===== src/common/wwr_pkg.sv =====
// Package of constants and types for the windowed watchdog reset supervisor
package wwr_pkg;
  localparam int NUM_CH = 3;
  localparam int CH_BOOST = 0;
  localparam int CH_BUCK_A = 1;
  localparam int CH_BUCK_B = 2;

  // Timing, figures in ns, cycles derived from the clock period
  localparam int CLK_PERIOD_NS = 20;
  localparam int RST_TIMEOUT_NS = 7400000;
  localparam int SS_BOOST_NS = 1900000;
  localparam int SS_BUCK_NS = 2500000;
  localparam int RST_TIMEOUT_CYC = (RST_TIMEOUT_NS + CLK_PERIOD_NS - 1) / CLK_PERIOD_NS;
  localparam int SS_BOOST_CYC = (SS_BOOST_NS + CLK_PERIOD_NS - 1) / CLK_PERIOD_NS;
  localparam int SS_BUCK_CYC = (SS_BUCK_NS + CLK_PERIOD_NS - 1) / CLK_PERIOD_NS;
  localparam int TMR_W = 19;

  // Watchdog window figures in ticks
  localparam int TICK_W = 16;
  localparam logic [TICK_W-1:0] MASK_TICKS_0 = 16'h0010;
  localparam logic [TICK_W-1:0] MASK_TICKS_1 = 16'h0040;
  localparam logic [TICK_W-1:0] RATIO_0 = 16'h0008;
  localparam logic [TICK_W-1:0] RATIO_1 = 16'h0010;
  localparam logic [TICK_W-1:0] FIRST_EXTRA_0 = 16'h0040;
  localparam logic [TICK_W-1:0] FIRST_EXTRA_1 = 16'h0080;
  localparam logic [TICK_W-1:0] ONE_TICK = 16'h0001;

  // Avalon register map (byte addresses)
  localparam int ADDR_W = 4;
  localparam logic [ADDR_W-1:0] REG_OPTION = 4'h0;
  localparam logic [ADDR_W-1:0] REG_STATUS = 4'h4;
  localparam logic [ADDR_W-1:0] REG_TICKS = 4'h8;

  // Option register fields
  localparam int OPT_W = 6;
  localparam logic [OPT_W-1:0] OPTION_RESET = 6'h00;
  localparam int OPT_SUP_LSB = 0;
  localparam int OPT_FIRST_EXTRA = 3;
  localparam int OPT_MASK_CNT = 4;
  localparam int OPT_RATIO = 5;

  // Status register fields
  localparam int ST_RESET_LSB = 0;
  localparam int ST_RUN_LSB = 3;
  localparam int ST_SHORT_LSB = 6;
  localparam int ST_PHASE_LSB = 9;
  localparam int ST_PHASE_W = 3;

  typedef enum logic [2:0] {WWR_IDLE, WWR_FIRST_OPEN, WWR_MASK, WWR_OPEN, WWR_TRIP} wwr_wd_state_t;
  typedef enum logic [1:0] {WWR_CH_OFF, WWR_CH_RAMP, WWR_CH_HOLD, WWR_CH_GOOD} wwr_ch_state_t;
endpackage


===== src/common/wwr_ch_if.sv =====
// Interface between the watchdog core and one channel supervisor
`timescale 1ns/1ps
interface wwr_ch_if;
  logic en;
  logic in_window;
  logic pin_high;
  logic fb_open;
  logic wd_reset;
  logic run;
  logic reset_drive;
  logic shorted;
  modport core (output en, output in_window, output pin_high, output fb_open, output wd_reset,
                input run, input reset_drive, input shorted);
  modport chan (input en, input in_window, input pin_high, input fb_open, input wd_reset,
                output run, output reset_drive, output shorted);
endinterface


===== src/design/wwr_channel.sv =====
// Per-channel soft-start, reset timeout and fault supervision
`timescale 1ns/1ps
module wwr_channel
  import wwr_pkg::*;
#(
  parameter int SS_CYC = SS_BUCK_CYC,
  parameter int RST_CYC = RST_TIMEOUT_CYC
)
(
  input wire logic i_clk,
  input wire logic i_rst,
  wwr_ch_if.chan ch
);
  wwr_ch_state_t state_reg;
  wwr_ch_state_t state_next;
  logic [TMR_W-1:0] tmr_reg;
  logic [TMR_W-1:0] tmr_next;
  logic shorted_reg;
  logic shorted_next;
  logic drive_d1_reg;
  logic drive_d2_reg;
  logic fault;
  logic ss_done;
  logic rst_done;

  assign fault = shorted_reg | ch.fb_open;
  assign ss_done = (tmr_reg == TMR_W'(SS_CYC - 1));
  assign rst_done = (tmr_reg == TMR_W'(RST_CYC - 1));
  // Line held low by us but read high means a short to the supply; the drive must have
  // stood through the readback synchroniser first, or a fresh pull would look shorted
  assign shorted_next = ch.en & (shorted_reg | (ch.reset_drive & drive_d1_reg & drive_d2_reg & ch.pin_high));

  always_comb
  begin
    state_next = state_reg;
    tmr_next = tmr_reg + TMR_W'(1);
    if (!ch.en || fault)
    begin
      state_next = WWR_CH_OFF;
      tmr_next = '0;
    end
    else
    begin
      case (state_reg)
        WWR_CH_OFF:
        begin
          state_next = WWR_CH_RAMP;
          tmr_next = '0;
        end
        WWR_CH_RAMP:
          if (ss_done)
          begin
            state_next = WWR_CH_HOLD;
            tmr_next = '0;
          end
        WWR_CH_HOLD:
          if (!ch.in_window)
            tmr_next = '0;
          else if (rst_done)
          begin
            state_next = WWR_CH_GOOD;
            tmr_next = '0;
          end
        default:
        begin
          tmr_next = '0;
          if (!ch.in_window)
            state_next = WWR_CH_HOLD;
        end
      endcase
    end
  end

  always_ff @(posedge i_clk or posedge i_rst)
  begin
    if (i_rst)
    begin
      state_reg <= WWR_CH_OFF;
      tmr_reg <= '0;
      shorted_reg <= 1'b0;
      drive_d1_reg <= 1'b0;
      drive_d2_reg <= 1'b0;
    end
    else
    begin
      state_reg <= state_next;
      tmr_reg <= tmr_next;
      shorted_reg <= shorted_next;
      drive_d1_reg <= ch.reset_drive;
      drive_d2_reg <= drive_d1_reg;
    end
  end

  assign ch.run = (state_reg != WWR_CH_OFF) & ~fault;
  assign ch.reset_drive = (state_reg != WWR_CH_GOOD) | ~ch.in_window | ch.wd_reset;
  assign ch.shorted = shorted_reg;
endmodule


===== src/design/wwr_supervisor.sv =====
// Windowed watchdog reset supervisor top with Avalon-MM register access
`timescale 1ns/1ps
module wwr_supervisor
  import wwr_pkg::*;
#(
  parameter int P_RST_TIMEOUT_CYC = RST_TIMEOUT_CYC,
  parameter int P_SS_BOOST_CYC = SS_BOOST_CYC,
  parameter int P_SS_BUCK_CYC = SS_BUCK_CYC
)
(
  input wire logic i_clk,
  input wire logic i_rst,
  // Avalon-MM slave
  input wire logic [ADDR_W-1:0] i_avs_address,
  input wire logic i_avs_read,
  input wire logic i_avs_write,
  input wire logic [31:0] i_avs_writedata,
  output logic [31:0] o_avs_readdata,
  output logic o_avs_waitrequest,
  // Channel pins
  input wire logic i_boost_channel_enable,
  input wire logic i_buck_a_channel_enable,
  input wire logic i_buck_b_channel_enable,
  input wire logic i_refresh_input,
  input wire logic i_tick_timing_cap_pin,
  output logic o_tick_timing_cap_pin_discharge,
  input wire logic [NUM_CH-1:0] i_out_in_window,
  input wire logic [NUM_CH-1:0] i_out_fb_open,
  input wire logic i_pv_out_of_band,
  // Open-drain reset lines: value, enable (low drives) and pin readback
  input wire logic i_boost_out_reset_n,
  output logic o_boost_out_reset_n,
  output logic o_boost_out_reset_n_oe_n,
  input wire logic i_buck_a_out_reset_n,
  output logic o_buck_a_out_reset_n,
  output logic o_buck_a_out_reset_n_oe_n,
  input wire logic i_buck_b_out_reset_n,
  output logic o_buck_b_out_reset_n,
  output logic o_buck_b_out_reset_n_oe_n,
  // Open-drain input power-good
  output logic o_input_power_good_n,
  output logic o_input_power_good_n_oe_n,
  // Converter run commands
  output logic [NUM_CH-1:0] o_ch_run
);
  localparam int SYN_W = 15;

  // Two-flop synchronisers for all pin inputs
  logic [SYN_W-1:0] pin_raw;
  logic [SYN_W-1:0] sync1_reg;
  logic [SYN_W-1:0] sync2_reg;
  assign pin_raw = {i_pv_out_of_band, i_out_fb_open, i_out_in_window,
                    i_buck_b_out_reset_n, i_buck_a_out_reset_n, i_boost_out_reset_n,
                    i_tick_timing_cap_pin, i_refresh_input,
                    i_buck_b_channel_enable, i_buck_a_channel_enable, i_boost_channel_enable};

  genvar gs;
  generate
    for (gs = 0; gs < SYN_W; gs++)
    begin : g_sync
      always_ff @(posedge i_clk or posedge i_rst)
      begin
        if (i_rst)
        begin
          sync1_reg[gs] <= 1'b0;
          sync2_reg[gs] <= 1'b0;
        end
        else
        begin
          sync1_reg[gs] <= pin_raw[gs];
          sync2_reg[gs] <= sync1_reg[gs];
        end
      end
    end
  endgenerate

  logic [NUM_CH-1:0] en_s;
  logic refresh_s;
  logic cap_s;
  logic [NUM_CH-1:0] pin_s;
  logic [NUM_CH-1:0] win_s;
  logic [NUM_CH-1:0] fb_s;
  logic pv_s;
  assign en_s = sync2_reg[2:0];
  assign refresh_s = sync2_reg[3];
  assign cap_s = sync2_reg[4];
  assign pin_s = sync2_reg[7:5];
  assign win_s = sync2_reg[10:8];
  assign fb_s = sync2_reg[13:11];
  assign pv_s = sync2_reg[14];

  // Option register and derived window lengths
  logic [OPT_W-1:0] option_reg;
  logic [NUM_CH-1:0] sup_on;
  logic [TICK_W-1:0] mask_len;
  logic [TICK_W-1:0] ratio;
  logic [TICK_W-1:0] extra;
  logic [TICK_W-1:0] open_len;
  logic [TICK_W-1:0] first_len;
  assign sup_on = option_reg[OPT_SUP_LSB +: NUM_CH];
  assign mask_len = option_reg[OPT_MASK_CNT] ? MASK_TICKS_1 : MASK_TICKS_0;
  assign ratio = option_reg[OPT_RATIO] ? RATIO_1 : RATIO_0;
  assign extra = option_reg[OPT_FIRST_EXTRA] ? FIRST_EXTRA_1 : FIRST_EXTRA_0;
  assign open_len = TICK_W'(mask_len * (ratio + ONE_TICK));
  assign first_len = TICK_W'(mask_len * (ratio + extra));

  // Tick from the timing capacitor comparator
  logic cap_prev_reg;
  logic tick;
  assign tick = cap_s & ~cap_prev_reg;
  assign o_tick_timing_cap_pin_discharge = cap_s;

  // Refresh pulse detection
  logic refresh_prev_reg;
  logic seen_high_reg;
  logic seen_high_next;
  logic refresh_pulse;
  assign refresh_pulse = seen_high_reg & refresh_prev_reg & ~refresh_s;

  // Watchdog sequencer
  wwr_wd_state_t wd_reg;
  wwr_wd_state_t wd_next;
  logic [TICK_W-1:0] ticks_reg;
  logic [TICK_W-1:0] ticks_next;
  logic [TICK_W-1:0] ticks_inc;
  logic [TMR_W-1:0] trip_tmr_reg;
  logic [TMR_W-1:0] trip_tmr_next;
  logic wd_enable;
  logic open_phase;
  assign wd_enable = (|sup_on) & ((sup_on & en_s) == sup_on);
  assign ticks_inc = ticks_reg + ONE_TICK;
  assign open_phase = (wd_reg == WWR_FIRST_OPEN) | (wd_reg == WWR_OPEN);
  assign seen_high_next = open_phase & ~refresh_pulse & (seen_high_reg | refresh_s);

  always_comb
  begin
    wd_next = wd_reg;
    ticks_next = ticks_reg;
    trip_tmr_next = '0;
    if (!wd_enable)
    begin
      wd_next = WWR_IDLE;
      ticks_next = '0;
    end
    else
    begin
      case (wd_reg)
        WWR_IDLE:
        begin
          wd_next = WWR_FIRST_OPEN;
          ticks_next = '0;
        end
        WWR_FIRST_OPEN, WWR_OPEN:
          if (refresh_pulse)
          begin
            wd_next = WWR_MASK;
            ticks_next = '0;
          end
          else if (tick)
          begin
            ticks_next = ticks_inc;
            if (ticks_inc >= ((wd_reg == WWR_OPEN) ? open_len : first_len))
            begin
              wd_next = WWR_TRIP;
              ticks_next = '0;
            end
          end
        WWR_MASK:
          if (tick)
          begin
            ticks_next = ticks_inc;
            if (ticks_inc >= mask_len)
            begin
              wd_next = WWR_OPEN;
              ticks_next = '0;
            end
          end
        default:
        begin
          trip_tmr_next = trip_tmr_reg + TMR_W'(1);
          if (trip_tmr_reg == TMR_W'(P_RST_TIMEOUT_CYC - 1))
          begin
            wd_next = WWR_FIRST_OPEN;
            trip_tmr_next = '0;
          end
        end
      endcase
    end
  end

  always_ff @(posedge i_clk or posedge i_rst)
  begin
    if (i_rst)
    begin
      wd_reg <= WWR_IDLE;
      ticks_reg <= '0;
      trip_tmr_reg <= '0;
      cap_prev_reg <= 1'b0;
      refresh_prev_reg <= 1'b0;
      seen_high_reg <= 1'b0;
    end
    else
    begin
      wd_reg <= wd_next;
      ticks_reg <= ticks_next;
      trip_tmr_reg <= trip_tmr_next;
      cap_prev_reg <= cap_s;
      refresh_prev_reg <= refresh_s;
      seen_high_reg <= seen_high_next;
    end
  end

  // Channel supervisors
  logic [NUM_CH-1:0] reset_drive;
  logic [NUM_CH-1:0] shorted;
  genvar gc;
  generate
    for (gc = 0; gc < NUM_CH; gc++)
    begin : g_ch
      wwr_ch_if ch_if ();
      assign ch_if.en = en_s[gc];
      assign ch_if.in_window = win_s[gc];
      assign ch_if.pin_high = pin_s[gc];
      assign ch_if.fb_open = fb_s[gc];
      assign ch_if.wd_reset = sup_on[gc] & (wd_reg == WWR_TRIP);
      assign o_ch_run[gc] = ch_if.run;
      assign reset_drive[gc] = ch_if.reset_drive;
      assign shorted[gc] = ch_if.shorted;
      wwr_channel #(
        .SS_CYC((gc == CH_BOOST) ? P_SS_BOOST_CYC : P_SS_BUCK_CYC),
        .RST_CYC(P_RST_TIMEOUT_CYC)
      ) u_channel (
        .i_clk(i_clk),
        .i_rst(i_rst),
        .ch(ch_if.chan)
      );
    end
  endgenerate

  // Open-drain pins: value always low, enable low while pulling
  assign o_boost_out_reset_n = 1'b0;
  assign o_buck_a_out_reset_n = 1'b0;
  assign o_buck_b_out_reset_n = 1'b0;
  assign o_boost_out_reset_n_oe_n = ~reset_drive[CH_BOOST];
  assign o_buck_a_out_reset_n_oe_n = ~reset_drive[CH_BUCK_A];
  assign o_buck_b_out_reset_n_oe_n = ~reset_drive[CH_BUCK_B];
  assign o_input_power_good_n = 1'b0;
  assign o_input_power_good_n_oe_n = (|en_s) & ~pv_s;

  // Avalon-MM slave: one wait cycle per access
  logic ack_reg;
  logic [31:0] rdata_reg;
  logic [31:0] status_word;
  logic [31:0] rdata_next;
  logic wr_take;
  logic sel_option;
  logic sel_status;
  logic sel_ticks;
  assign o_avs_waitrequest = (i_avs_read | i_avs_write) & ~ack_reg;
  assign wr_take = i_avs_write & ~o_avs_waitrequest;
  assign sel_option = (i_avs_address == REG_OPTION);
  assign sel_status = (i_avs_address == REG_STATUS);
  assign sel_ticks = (i_avs_address == REG_TICKS);
  assign status_word = {20'h00000, ST_PHASE_W'(wd_reg), shorted, o_ch_run, reset_drive};
  assign rdata_next = sel_option ? {26'h0000000, option_reg} :
                      sel_status ? status_word :
                      sel_ticks ? {16'h0000, ticks_reg} : 32'h00000000;
  assign o_avs_readdata = rdata_reg;

  always_ff @(posedge i_clk or posedge i_rst)
  begin
    if (i_rst)
    begin
      ack_reg <= 1'b0;
      rdata_reg <= '0;
      option_reg <= OPTION_RESET;
    end
    else
    begin
      ack_reg <= (i_avs_read | i_avs_write) & ~ack_reg;
      if (i_avs_read & ~ack_reg)
        rdata_reg <= rdata_next;
      if (wr_take & sel_option)
        option_reg <= i_avs_writedata[OPT_W-1:0];
    end
  end
endmodule


===== config.mk =====
export PLATFORM = sky130hd
export DESIGN_NAME = wwr_supervisor
export DESIGN_NICKNAME = d
export VERILOG_FILES = /design/src/common/wwr_pkg.sv /design/src/common/wwr_ch_if.sv /design/src/design/wwr_channel.sv /design/src/design/wwr_supervisor.sv
export SDC_FILE = /design/constraint.sdc
export NUM_CORES = 1
export LEC_CHECK = 0
export ABC_AREA = 1
export BUFFER_PORTS_ARGS = -buffer_cell sky130_fd_sc_hd__buf_2
export CAP_MARGIN = 20
export CORE_ASPECT_RATIO = 2
export CORE_MARGIN = 2
export CORE_UTILIZATION = 45
export DETAILED_ROUTE_END_ITERATION = 12
export SYNTH_ARGS = -nofsm -noshare
export SYNTH_HDL_FRONTEND = slang
export SYNTH_SLANG_ARGS = --single-unit

===== constraint.sdc =====
create_clock -name i_clk -period 5.5 [get_ports i_clk]
set_input_delay 0.55 -clock i_clk [delete_from_list [all_inputs] [get_ports i_clk]]
set_output_delay 0.55 -clock i_clk [all_outputs]
set_load 0.05 [all_outputs]

==> run metrics <==
DRT Pass-1 Iters=4; worst-skew pair later-pin latency=430 ps; DR iter-0 viols=311; Port Buffers=53; type of origin of the critical path=register; Avg WL per Cell=15.2 microns; Ys Warns=0; flops & latches, synth=about 170; P_sw=between 0.8 and 0.9 mW; Placer Congestion=a little under 1; chip height=a little over 200 microns; HP Class=in -> reg; outcome=completed; Starting Density=45.6%; Post-Place Worst Slack=2490 ps; DIE WIDTH=about 100 microns; row count=a little over 70; CTS tree=yes; initial antenna violation count=0; Worst Skew=~17 ps; Lkg Pwr=approximately 4.7 nW; Final HPWL DP=16700 microns; Post-synth top flop=dfrtp_1; Max VDD drop=243 uV; register clock-pin slew on the reported worst setup and hold paths=80 ps; area taken by multi-input logic gates=3930 sq um; Setup TNS=0 ps; Setup Buffers After CTS=0; FF-to-FF setup slack=2430 ps; vias in the first global route=7323; cts repair resizes=0; GRT overflow=0; hold depth=1; RSZ-0062 raised after global routing=no; critical path fanouts, max=8; DRC Markers=0; asr flop ratio synth=100%; DR vias/cell=5.05; Post-synth EDFFs=0; Area growth syn-to-layout=12.3%; CTS H-tree depth=4; worst r2r src=ticks_reg[1]; Tmin final=3070 ps; relative slew slack=a little over two fifths; Seq/Total Area, Yosys=between 40% and 50%; switching share of power=between 30% and 40%; PD cells=289 nW/um^2; gr usage total=22.0%; Netlist Area Pre-Place=about 8800 sq um; f_max=~0.33 GHz; reg2reg path depth=17; total vias in the final route=7185; cts hold-fix bufs=0; r2r endpoint=ticks_reg[6]; Root Driver=clkbuf_16; largest net degree at the start of global routing=75; Synth Instances=1088; # fillers=1889; WL final=21600 microns; final worst setup slack=approximately 2400 ps; n_diodes=0; sequential share of power=45.4%; share of post-route cells with drive strength above 1=11.4%; Final Hold Vio Count=0; Comb power frac=12.2%; die area=20700 sq um; max-slew violations=0; kind of critical path=reg -> reg; Final period util=a little under three fifths; sequential cell area=4150 sq um; Crit. End Element=register; average size of a mapped cell=8.08 sq um; Clk network pwr share=42.4%; nets=1234; crit path DAT=3440 ps; internal power=about 2 mW; Core ar.=19300 sq um; crit path to=ticks_reg[6]; Largest register FFs=57; Routed Antenna Nets=0; Critical Path Start=ticks_reg[1]; Cell variety after synth=42; Max Buffers Root-to-Sink=2; worst-margin pin slew=855 ps; # IOs=100; max-cap violations=0; CTS buffer count=17; # setup viols final=0; Clock Sink Count=166; Critical Path RT=between 5000 and 6000 ps; first-pass GRT wire length=35400 microns
[through the flow]
step                std cells  power, mW  area [sq um]  utilization, %  hold WS (ps)
finish                   1422       2.85          9870            51.2           226
global route             1422       2.98          9870            51.2           201
CTS                      1422       2.89          9870            51.2           211
detailed placement       1390       1.67          9270            48.1           335
global placement         1390       1.66          9270            48.1           331
floorplan                1107       1.57          8860               -           331
[logic make-up after synthesis]
kind of cell             after synthesis  synth area share, %
AO/OA/AOI/OAI                        116                 7.47
AND/OR/NAND/NOR                      558                 29.0
other                                  2               0.0854
adder cells (fa/ha/maj)               29                 4.13
buffers and inverters                185                 8.91
flip-flops                           166                 47.3
XOR/XNOR                              32                 3.19
[power groups by stage]
stage | sequential [mW] | combinational, mW | clock, mW
after floorplan | 1.34 | 0.235 | 0
after global placement | 1.32 | 0.347 | 0
after detailed placement | 1.32 | 0.350 | 0
after CTS | 1.30 | 0.351 | 1.24
after global routing | 1.30 | 0.388 | 1.29
final | 1.30 | 0.349 | 1.21
[cells in the mapped netlist, types with 3 or more instances]
cell	n	share of area, %
a21oi_1	39	2.2
a31oi_1	6	0.43
buf_4	23	2.0
clkbuf_1	8	0.34
dfrtp_1	166	47
ha_1	29	4.1
inv_1	149	6.4
inv_2	3	0.13
nand2_1	233	9.9
nand2_2	11	0.78
nand3_1	78	4.4
nand3_2	4	0.46
nand3b_1	5	0.43
nand4_1	28	2.0
nor2_1	132	5.6
nor2_2	6	0.43
nor2_4	5	0.64
nor3_1	30	1.7
nor3_2	4	0.46
nor3b_1	6	0.51
nor4_1	8	0.57
o21ai_0	44	2.5
o21ai_1	4	0.23
o22ai_1	3	0.21
o31ai_1	9	0.77
xor2_1	30	3.0
[cells in the final DEF (no fill, tap or decap), types with 11 or more instances in the layout]
master,Yosys,final
dfrtp_1,166,166
conb_1,2,21
nor3_1,30,30
clkbuf_16,0,17
nor2_1,132,132
nand4_1,28,28
inv_1,149,148
nand2_1,233,233
o21ai_0,44,44
nand2_2,11,11
xor2_1,30,30
ha_1,29,29
nand3_1,78,78
a21oi_1,39,39
buf_2,2,53
[worst min-delay path by stage]
stage,from,end,slack (ps)
6_report,i_buck_b_out_reset_n,sync1_reg[7],230
2_1_floorplan,sync1_reg[0],g_ch[0].ch_if.en,330
5_1_grt,i_buck_b_out_reset_n,sync1_reg[7],200
3_3_place_gp,sync1_reg[4],o_tick_timing_cap_pin_discharge,330
4_1_cts,i_buck_b_out_reset_n,sync1_reg[7],210
3_5_place_dp,sync1_reg[0],g_ch[0].ch_if.en,330
[per-layer routing]
| layer | share of wire [%] | track usage, % |
|---|---|---|
| met2 | 55 | 40.4 |
| met5 | 0 | 0 |
| met4 | 5.9 | 13.3 |
| met1 | 37 | 22.8 |
| met3 | 2.3 | 2.64 |
[layout make-up]
cell class / instances / area share, %
flip-flops and latches: 166 / 42.1
multi-input cells: 756 / 39.8
inverters: 152 / 5.83
clock buffers: 17 / 4.31
well taps: 259 / 3.28
repair buffers: 57 / 2.99
clock inverters: 15 / 1.76
[worst max-delay path, cell delays in order (launching register included)]
cell     delay [ps]
dfrtp_1         450
ha_1            250
nand2_4          90
nor2_4          140
xor2_1          390
inv_1           120
ha_1            290
inv_1            50
nor2_1           40
nand3_1          90
nand3_1         140
nand2_1         110
nand4_1         140
nor2_4          270
nand3_1         110
nand2_1         180
nand2_1          80
nand2_1          60
Note: power is estimated with default switching activity, not from simulation.
